[src/core/ncps_defines.vh]
// Summary of operation
// - A page load opens with the serial data input command 80h.
// - After address and data, command 15h starts a cached program instead of plain.
// - A first-plane block address change while a cached series is open refuses the start and sets the error flag.
// - Command 10h ends the series; ready then means the last page is programmed.
// - Whole blocks: repeat steps per page, end with 81h then 10h.
// - At most one block per district for each page pair.
// - Both districts get identical page-in-block bits.
// - A multi-page cached series always ends with 10h.
// - Once started, only the series' own commands plus status and reset.
// - Between 11h and 81h only status read or reset may be issued.
`ifndef NCPS_DEFINES_VH
`define NCPS_DEFINES_VH

`define NCPS_CMD_DIN      8'h80
`define NCPS_CMD_PLANE2   8'h81
`define NCPS_CMD_PLANE_SW 8'h11
`define NCPS_CMD_CACHE    8'h15
`define NCPS_CMD_FINAL    8'h10
`define NCPS_CMD_STAT     8'h70
`define NCPS_CMD_STAT_MP  8'h71

`define NCPS_OFF_CTRL     8'h00
`define NCPS_OFF_ROW_A    8'h04
`define NCPS_OFF_ROW_B    8'h08
`define NCPS_OFF_DATA     8'h0c
`define NCPS_OFF_LEN      8'h10
`define NCPS_OFF_STATUS   8'h14

`define NCPS_CTRL_GO      0
`define NCPS_CTRL_FINAL   1
`define NCPS_CTRL_MULTI   2
`define NCPS_CTRL_STATONLY 3
`define NCPS_ST_BUSY      8
`define NCPS_ST_RB        9
`define NCPS_ST_OPEN      10
`define NCPS_ST_ERR       11
`define NCPS_ST_OPEN_MULTI 12
`define NCPS_LEN_RST      12'h100

`define NCPS_CLK_MHZ      40
`define NCPS_T_WB_NS      100
`define NCPS_WB_CYC       ((`NCPS_T_WB_NS * `NCPS_CLK_MHZ + 999) / 1000)
`define NCPS_STROBE_LOW   4'h4
`define NCPS_STROBE_HIGH  4'h2

`endif

[src/core/ncps_byte_cycle.v]
`include "ncps_defines.vh"

module ncps_byte_cycle (
  input  wire       pclk,
  input  wire       presetn,
  input  wire       start,
  input  wire       rd,
  input  wire       cle_in,
  input  wire       ale_in,
  input  wire [7:0] wbyte,
  output reg        done,
  output reg  [7:0] rbyte,
  output wire       nand_cle,
  output wire       nand_ale,
  output wire       nand_we_n,
  output wire       nand_re_n,
  output reg  [7:0] nand_io_out,
  output wire       nand_io_oe_n,
  input  wire [7:0] nand_io_in
);
  localparam [3:0] LOW_CYC  = `NCPS_STROBE_LOW;
  localparam [3:0] HIGH_CYC = `NCPS_STROBE_HIGH;

  reg       act_q;
  reg       ph_q;
  reg [3:0] cnt_q;
  reg       rd_q;
  reg       cle_q;
  reg       ale_q;
  reg [7:0] io_s1_q;
  reg [7:0] io_s2_q;

  // Read strobe low spans more than the two sync stages, so data is settled when sampled
  always @(posedge pclk or negedge presetn) begin
    if (!presetn) begin
      io_s1_q <= 8'h00;
      io_s2_q <= 8'h00;
    end else begin
      io_s1_q <= nand_io_in;
      io_s2_q <= io_s1_q;
    end
  end

  always @(posedge pclk or negedge presetn) begin
    if (!presetn) begin
      act_q       <= 1'b0;
      ph_q        <= 1'b0;
      cnt_q       <= 4'h0;
      rd_q        <= 1'b0;
      cle_q       <= 1'b0;
      ale_q       <= 1'b0;
      nand_io_out <= 8'h00;
      rbyte       <= 8'h00;
      done        <= 1'b0;
    end else begin
      done <= 1'b0;
      if (start && !act_q) begin
        act_q       <= 1'b1;
        ph_q        <= 1'b0;
        cnt_q       <= 4'h0;
        rd_q        <= rd;
        cle_q       <= cle_in;
        ale_q       <= ale_in;
        nand_io_out <= wbyte;
      end else if (act_q) begin
        cnt_q <= cnt_q + 4'h1;
        if (!ph_q && cnt_q == LOW_CYC - 4'h1) begin
          ph_q  <= 1'b1;
          cnt_q <= 4'h0;
          if (rd_q) begin
            rbyte <= io_s2_q;
          end
        end else if (ph_q && cnt_q == HIGH_CYC - 4'h1) begin
          act_q <= 1'b0;
          done  <= 1'b1;
        end
      end
    end
  end

  // Latches and write data stay through the high phase to cover hold time
  assign nand_cle     = act_q & cle_q;
  assign nand_ale     = act_q & ale_q;
  assign nand_we_n    = ~(act_q & ~ph_q & ~rd_q);
  assign nand_re_n    = ~(act_q & ~ph_q & rd_q);
  assign nand_io_oe_n = ~(act_q & ~rd_q);
endmodule // ncps_byte_cycle

[src/core/ncps_host.v]
// The register addresses and the APB slave port were chosen for this implementation.
`include "ncps_defines.vh"

module ncps_host (
  input  wire        pclk,
  input  wire        presetn,
  input  wire        psel,
  input  wire        penable,
  input  wire        pwrite,
  input  wire [7:0]  paddr,
  input  wire [31:0] pwdata,
  output reg  [31:0] prdata,
  output wire        pready,
  output reg         pslverr,
  output wire        nand_ce_n,
  output wire        nand_cle,
  output wire        nand_ale,
  output wire        nand_we_n,
  output wire        nand_re_n,
  output wire        nand_wp_n,
  output wire [7:0]  nand_io_out,
  output wire        nand_io_oe_n,
  input  wire [7:0]  nand_io_in,
  input  wire        ready_busy_pin,
  output wire        busy
);
  localparam [2:0] S_IDLE  = 3'd0;
  localparam [2:0] S_WAIT  = 3'd1;
  localparam [2:0] S_SEQ   = 3'd2;
  localparam [2:0] S_ADDR  = 3'd3;
  localparam [2:0] S_DATA  = 3'd4;
  localparam [2:0] S_END   = 3'd5;
  localparam [2:0] S_SCMD  = 3'd6;
  localparam [2:0] S_SRD   = 3'd7;
  localparam integer WB_CYC_INT = `NCPS_WB_CYC;
  localparam [7:0]   WB_CYC     = WB_CYC_INT[7:0];

  reg [2:0]  state_q;
  reg [2:0]  ret_q;
  reg [2:0]  idx_q;
  reg [11:0] cnt_q;
  reg [11:0] len_q;
  reg        plane_q;
  reg        final_q;
  reg        multi_q;
  reg        stonly_q;
  reg [16:0] row_a_q;
  reg [16:0] row_b_q;
  reg [7:0]  data_q;
  reg        pend_q;
  reg [7:0]  stat_q;
  reg        open_q;
  reg        open_multi_q;
  reg [10:0] open_blk_q;
  reg        err_q;
  reg        launch_q;
  reg [7:0]  wb_q;
  reg        rb_s1_q;
  reg        rb_s2_q;

  wire       bc_done;
  wire [7:0] bc_rbyte;
  reg  [7:0] bc_byte;
  reg        bc_cle;
  reg        bc_ale;
  reg        bc_need;
  reg  [16:0] row;

  wire access   = psel & penable;
  wire wr_data  = access & pwrite & (paddr == `NCPS_OFF_DATA);
  wire wr_ctrl  = access & pwrite & (paddr == `NCPS_OFF_CTRL);
  wire go       = wr_ctrl & pwdata[`NCPS_CTRL_GO];
  wire go_multi = pwdata[`NCPS_CTRL_MULTI];
  wire go_stat  = pwdata[`NCPS_CTRL_STATONLY];
  wire blk_chg  = open_q & (row_a_q[16:6] != open_blk_q);
  wire mode_chg = open_q & (go_multi != open_multi_q);
  wire same_dst = go_multi & (row_a_q[6] == row_b_q[6]);
  wire go_ok    = (state_q == S_IDLE) & (go_stat | ~(blk_chg | mode_chg | same_dst));
  wire bc_start = bc_need & ~launch_q;

  // Data writes stall the bus while the previous byte is still on the pins
  assign pready    = ~(wr_data & pend_q);
  assign busy      = (state_q != S_IDLE);
  assign nand_ce_n = ~busy;
  assign nand_wp_n = 1'b1;

  // Second plane borrows the first plane's page bits, only the block differs
  always @* begin
    row = plane_q ? {row_b_q[16:6], row_a_q[5:0]} : row_a_q;
  end

  always @* begin
    bc_byte = 8'h00;
    bc_cle  = 1'b0;
    bc_ale  = 1'b0;
    bc_need = 1'b0;
    case (state_q)
      S_SEQ: begin
        bc_cle  = 1'b1;
        bc_need = 1'b1;
        bc_byte = plane_q ? `NCPS_CMD_PLANE2 : `NCPS_CMD_DIN;
      end
      S_ADDR: begin
        bc_ale  = 1'b1;
        bc_need = 1'b1;
        case (idx_q)
          3'd2:    bc_byte = row[7:0];
          3'd3:    bc_byte = row[15:8];
          3'd4:    bc_byte = {7'h00, row[16]};
          default: bc_byte = 8'h00;
        endcase
      end
      S_DATA: begin
        bc_need = pend_q;
        bc_byte = data_q;
      end
      S_END: begin
        bc_cle  = 1'b1;
        bc_need = 1'b1;
        if (multi_q && !plane_q) begin
          bc_byte = `NCPS_CMD_PLANE_SW;
        end else if (final_q) begin
          bc_byte = `NCPS_CMD_FINAL;
        end else begin
          bc_byte = `NCPS_CMD_CACHE;
        end
      end
      S_SCMD: begin
        bc_cle  = 1'b1;
        bc_need = 1'b1;
        bc_byte = multi_q ? `NCPS_CMD_STAT_MP : `NCPS_CMD_STAT;
      end
      S_SRD: begin
        bc_need = 1'b1;
      end
      default: begin
        bc_need = 1'b0;
      end
    endcase
  end

  always @(posedge pclk or negedge presetn) begin
    if (!presetn) begin
      rb_s1_q <= 1'b0;
      rb_s2_q <= 1'b0;
    end else begin
      rb_s1_q <= ready_busy_pin;
      rb_s2_q <= rb_s1_q;
    end
  end

  always @(posedge pclk or negedge presetn) begin
    if (!presetn) begin
      state_q      <= S_IDLE;
      ret_q        <= S_IDLE;
      idx_q        <= 3'd0;
      cnt_q        <= 12'h000;
      len_q        <= `NCPS_LEN_RST;
      plane_q      <= 1'b0;
      final_q      <= 1'b0;
      multi_q      <= 1'b0;
      stonly_q     <= 1'b0;
      row_a_q      <= 17'h00000;
      row_b_q      <= 17'h00000;
      data_q       <= 8'h00;
      pend_q       <= 1'b0;
      stat_q       <= 8'h00;
      open_q       <= 1'b0;
      open_multi_q <= 1'b0;
      open_blk_q   <= 11'h000;
      err_q        <= 1'b0;
      launch_q     <= 1'b0;
      wb_q         <= 8'h00;
    end else begin
      if (bc_start) begin
        launch_q <= 1'b1;
      end else if (bc_done) begin
        launch_q <= 1'b0;
      end
      if (access && pwrite && pready) begin
        if (paddr == `NCPS_OFF_ROW_A && state_q == S_IDLE) begin
          row_a_q <= pwdata[16:0];
        end
        if (paddr == `NCPS_OFF_ROW_B && state_q == S_IDLE) begin
          row_b_q <= pwdata[16:0];
        end
        if (paddr == `NCPS_OFF_LEN && state_q == S_IDLE) begin
          len_q <= pwdata[11:0];
        end
        if (paddr == `NCPS_OFF_DATA && state_q == S_DATA) begin
          data_q <= pwdata[7:0];
          pend_q <= 1'b1;
        end
      end
      // A refused start sets the error flag; setting wins over a same-cycle clear
      if (go && !go_ok) begin
        err_q <= 1'b1;
      end else if (access && pwrite && paddr == `NCPS_OFF_STATUS && pwdata[`NCPS_ST_ERR]) begin
        err_q <= 1'b0;
      end
      case (state_q)
        S_IDLE: begin
          if (go && go_ok) begin
            final_q  <= pwdata[`NCPS_CTRL_FINAL];
            multi_q  <= go_multi;
            stonly_q <= go_stat;
            plane_q  <= 1'b0;
            if (go_stat) begin
              state_q <= S_SCMD;
            end else begin
              open_q       <= ~pwdata[`NCPS_CTRL_FINAL];
              open_multi_q <= go_multi;
              open_blk_q   <= row_a_q[16:6];
              wb_q         <= WB_CYC;
              ret_q        <= S_SEQ;
              state_q      <= S_WAIT;
            end
          end
        end
        S_WAIT: begin
          // Skip the unsettled busy window before trusting the pin
          if (wb_q < WB_CYC) begin
            wb_q <= wb_q + 8'h01;
          end else if (rb_s2_q) begin
            state_q <= ret_q;
          end
        end
        S_SEQ: begin
          if (bc_done) begin
            idx_q   <= 3'd0;
            state_q <= S_ADDR;
          end
        end
        S_ADDR: begin
          if (bc_done) begin
            if (idx_q == 3'd4) begin
              cnt_q   <= 12'h000;
              state_q <= S_DATA;
            end else begin
              idx_q <= idx_q + 3'd1;
            end
          end
        end
        S_DATA: begin
          if (bc_done) begin
            pend_q <= 1'b0;
            if (cnt_q == len_q - 12'h001) begin
              state_q <= S_END;
            end else begin
              cnt_q <= cnt_q + 12'h001;
            end
          end
        end
        S_END: begin
          if (bc_done) begin
            wb_q    <= 8'h00;
            state_q <= S_WAIT;
            if (multi_q && !plane_q) begin
              plane_q <= 1'b1;
              ret_q   <= S_SEQ;
            end else begin
              ret_q <= S_SCMD;
            end
          end
        end
        S_SCMD: begin
          if (bc_done) begin
            state_q <= S_SRD;
          end
        end
        S_SRD: begin
          if (bc_done) begin
            stat_q  <= bc_rbyte;
            state_q <= S_IDLE;
          end
        end
        default: begin
          state_q <= S_IDLE;
        end
      endcase
    end
  end

  always @* begin
    prdata  = 32'h00000000;
    pslverr = 1'b0;
    case (paddr)
      `NCPS_OFF_CTRL: begin
        prdata[3:1] = {stonly_q, multi_q, final_q};
        pslverr     = go & ~go_ok;
      end
      `NCPS_OFF_ROW_A:  prdata[16:0] = row_a_q;
      `NCPS_OFF_ROW_B:  prdata[16:0] = row_b_q;
      `NCPS_OFF_DATA:   pslverr = pwrite & (state_q != S_DATA);
      `NCPS_OFF_LEN:    prdata[11:0] = len_q;
      `NCPS_OFF_STATUS: begin
        prdata[7:0] = stat_q;
        prdata[`NCPS_ST_BUSY] = busy;
        prdata[`NCPS_ST_RB]   = rb_s2_q;
        prdata[`NCPS_ST_OPEN] = open_q;
        prdata[`NCPS_ST_ERR]  = err_q;
        prdata[`NCPS_ST_OPEN_MULTI] = open_multi_q;
        // Pass/fail bits 16 and 17 are shown only while the matching ready bit qualifies them; bits 18 to 20 are not gated
        prdata[16] = stat_q[0] & stat_q[5];
        prdata[17] = stat_q[1] & stat_q[6];
        prdata[18] = stat_q[1] | stat_q[2];
        prdata[20:19] = stat_q[4:3];
      end
      default: pslverr = 1'b1;
    endcase
    if (!access) begin
      pslverr = 1'b0;
    end
  end

  ncps_byte_cycle u_cycle (
    .pclk         (pclk),
    .presetn      (presetn),
    .start        (bc_start),
    .rd           (state_q == S_SRD),
    .cle_in       (bc_cle),
    .ale_in       (bc_ale),
    .wbyte        (bc_byte),
    .done         (bc_done),
    .rbyte        (bc_rbyte),
    .nand_cle     (nand_cle),
    .nand_ale     (nand_ale),
    .nand_we_n    (nand_we_n),
    .nand_re_n    (nand_re_n),
    .nand_io_out  (nand_io_out),
    .nand_io_oe_n (nand_io_oe_n),
    .nand_io_in   (nand_io_in)
  );
endmodule // ncps_host

[config.mk]
export PLATFORM = sky130hd
export DESIGN_NAME = ncps_host
export DESIGN_NICKNAME = d
export VERILOG_FILES = /design/src/core/ncps_byte_cycle.v /design/src/core/ncps_host.v
export VERILOG_INCLUDE_DIRS = /design/src /design/src/core
export SDC_FILE = /design/constraint.sdc
export NUM_CORES = 1
export LEC_CHECK = 0
export ABC_AREA = 0
export BUFFER_PORTS_ARGS = -buffer_cell sky130_fd_sc_hd__buf_4
export CORE_UTILIZATION = 26
export DETAILED_ROUTE_END_ITERATION = 16
export PLACE_DENSITY = 0.54
export SLEW_MARGIN = 30
export SYNTH_ARGS = -nofsm -noshare
export SYNTH_HDL_FRONTEND = slang
export SYNTH_HIERARCHICAL = 1
export SYNTH_SLANG_ARGS = --single-unit
[constraint.sdc]
create_clock -name pclk -period 3.94 [get_ports pclk]
set_input_delay 0.788 -clock pclk [delete_from_list [all_inputs] [get_ports pclk]]
set_output_delay 0.788 -clock pclk [all_outputs]
set_load 0.01 [all_outputs]
==> results.json <==
{
  "status": "complete, no violations",
  "p_sw_share_pct": 29.8,
  "fillers": 3084,
  "slowest_stage": "or3_1",
  "start_kind": "primary input",
  "drive_gt1_share_pct": 29.7,
  "start_util_pct": 26.4,
  "synth_area_leaders": "dfrtp_1 49%, mux2_2 13%, nand2_1 2.9%",
  "setup_tns_ps": 0,
  "cp.buffers_inverters": 2,
  "path_max_fanout": 7,
  "synth_area_um2": 7820,
  "min_period_ps": 3520,
  "die-area_um2": 30800,
  "ys.flop_type": "dfrtp_1",
  "synth_most_common_cell": "dfrtp_1",
  "maxSlewHeadroom_pct": 38.0,
  "firstDrtPassIters": 5,
  "cts.repair.resized": 0,
  "crit_path_end_kind": "primary output",
  "grt_first_pass_wirelength_um": 32900,
  "avgSynthCellArea_um2": 11.0,
  "nNetsFinal": 848,
  "worst_hold_slack_ps": 335,
  "drt_iter0_markers": 420,
  "rsz0062_at_grt": "no",
  "place_congestion": 0.820,
  "grtUsageTotal_pct": 14.1,
  "worst_pin_slew_ps": 928,
  "cellLeakagePower_uw": 0.00434,
  "diodes": 0,
  "finalSetupViolCount": 0,
  "drt_wl_total_um": 21000,
  "std_cell_rows": 63,
  "worstPathRequired_ps": 3150,
  "cts_sinks": 154,
  "core_um2": 29600,
  "seqPwrFrac_pct": 43.2,
  "root_buffer": "clkbuf_16",
  "internal_power_uw": 3070,
  "finalCritPeriodShare_pct": 89.3,
  "io_pins": 104,
  "portBuffers": 76,
  "grt_pass1_vias": 5642,
  "syn2layout_area_growth_pct": 20.7,
  "finalHoldViolations": 0,
  "skew_ps": 12.8,
  "postSynthCellCount": 710,
  "overflow": 0,
  "drc": 0,
  "slew_violations": 0,
  "viasPerCell": 4.84,
  "ys_seq_area_share_pct": 49.3,
  "die_x_um": 175,
  "hold_path.class": "primary input to asynchronous set/reset pin",
  "path_clk_slew_ps": 70,
  "synth_cell_type_count": 77,
  "synth_enable_flop_cells": 0,
  "maxCapViolCount": 0,
  "p_comb_share_pct": 16.7,
  "critical_path.cell_chain": "buf_4, or3_1, nor4_1, nand2_1, nor2_1, a22oi_1, nand2_1, buf_4",
  "antenna_found_initial": 0,
  "cts_buffers": 17,
  "yosys_warnings": 6,
  "path_delay_family": "simple AND/OR/NAND/NOR gates",
  "fmax_ghz": 0.284,
  "vias": 5745,
  "die_h_um": 175,
  "synth.largest_area_cell": "dfrtp_1",
  "dpl.hpwl_um": 15300,
  "powerDensity_nw_per_um2": 463,
  "synthArstFlopShare_pct": 100,
  "synth_top_area_share_pct": 49.0,
  "max_stage_delay_ps": 420,
  "synth_seq_cells": 154,
  "wl_per_cell_um": 17.7,
  "clk_latency_ps": 440,
  "synth_commonest_cells": "153 x dfrtp_1, 89 x mux2_2, 60 x nand2_1",
  "cts-htree-levels": 4,
  "ant_nets": 0,
  "clock_path_buffers": 2,
  "cts_hold_buf": 0,
  "p_sw_uw": 1300,
  "cts_setup_buffers": 0,
  "vdd_drop_max_v": 0.000271,
  "crit_arrival_ps": 2730,
  "worstSetupPathType": "primary input to primary output",
  "cts_tree": "done",
  "grt_max_degree": 68,
  "power_frac_clock_pct": 40.1
}
[worst reg2reg max path, stage by stage, from the launching register on]
cell       delay [ps]
dfrtp_1           450
or3_4             450
or4_4             500
a2111oi_4         400
a41o_1            230
and3_1            590
and2_1            290
o22a_1            140
[path summary, 6_finish.rpt]
check / start / endpoint / slack [ps] / cells after the start
min: presetn / u_cycle/cnt_q[0]$_DFFE_PN0P_ / 330 / 1
max in group asynchronous: presetn / len_q[8]$_DFFE_PN1P_ / 2730 / 2
min in group pclk: u_cycle/io_s1_q[0]$_DFF_PN0_ / u_cycle/io_s2_q[0]$_DFF_PN0_ / 350 / 0
max reg2reg: len_q[2]$_DFFE_PN0P_ / cnt_q[4]$_DFFE_PN0P_ / 830 / 7
min reg2reg: u_cycle/io_s1_q[0]$_DFF_PN0_ / u_cycle/io_s2_q[0]$_DFF_PN0_ / 350 / 0
max: paddr[1] / prdata[3] / 420 / 8
[logic make-up after synthesis]
logic type | synth area share [%]
muxes | 16.2
other | 0.0961
adders and majority gates | 1.44
AOI/OAI and AO/OA | 11.8
buffers and inverters | 4.08
DFF | 49.3
and+or+nand+nor | 14.2
xor gates and xnor gates | 2.80
[through the flow]
step	instance area (um2)	total power (uW)	util, %	setup slack, ps	cells
2_1_floorplan	7860	2340	-	838	720
3_3_place_gp	8800	2630	29.7	452	1156
4_1_cts	9430	4400	31.8	440	1188
6_report	9430	4370	31.8	421	1188
5_1_grt	9430	4580	31.8	315	1188
3_5_place_dp	8800	2640	29.7	453	1156
[cell usage in the layout, fill, tap and decap left out, drive strengths merged, types with 9 or more instances in the layout]
| cell | n |
|---|---|
| o21ai | 27 |
| dfrtp | 153 |
| buf | 93 |
| nor3 | 14 |
| clkbuf | 19 |
| xnor2 | 19 |
| inv | 22 |
| nand4 | 11 |
| nand3 | 16 |
| conb | 12 |
| a21oi | 20 |
| a22oi | 14 |
| nand2 | 60 |
| mux2 | 101 |
| nor2 | 51 |
| nor4 | 11 |
| ha | 9 |
| mux2i | 10 |
[sequential cells by signal (all words and copies together), names as in the netlist, 2 cells and up]
| register | count |
|---|---|
| row_a_q | 17 |
| row_b_q | 17 |
| cnt_q | 12 |
| len_q | 12 |
| open_blk_q | 11 |
| data_q | 8 |
| stat_q | 8 |
| u_cycle/io_s1_q | 8 |
| u_cycle/io_s2_q | 8 |
| u_cycle/nand_io_out | 8 |
| u_cycle/rbyte | 8 |
| wb_q | 8 |
| u_cycle/cnt_q | 4 |
| idx_q | 3 |
| state_q | 3 |
| ret_q | 2 |
[routing by layer]
layer | share of wire, % | track usage [%] | wire [um]
met1 | 50 | 20.4 | 10400
met2 | 44 | 20.8 | 9230
met3 | 5.1 | 3.18 | 1060
met4 | 1.2 | 4.17 | 256
met5 | 0 | 0 | 0
[cell type report]
cell class	instances	area, um2	share of cell area, %
repair buffers	93	702	7.44
multi-input cells	500	3690	39.1
clock buffers	19	443	4.69
inverters	19	71.3	0.756
well taps	390	488	5.17
clock inverters	13	186	1.98
flip-flops and latches	154	3850	40.9
[power by group through the flow]
stage | logic, uW | clock network [uW] | registers [uW]
floorplan | 511 | 0 | 1830
global placement | 719 | 0 | 1910
detailed placement | 727 | 0 | 1910
CTS | 731 | 1780 | 1880
global route | 815 | 1860 | 1910
finish | 728 | 1750 | 1890
Note: power is estimated with default switching activity, not from simulation.
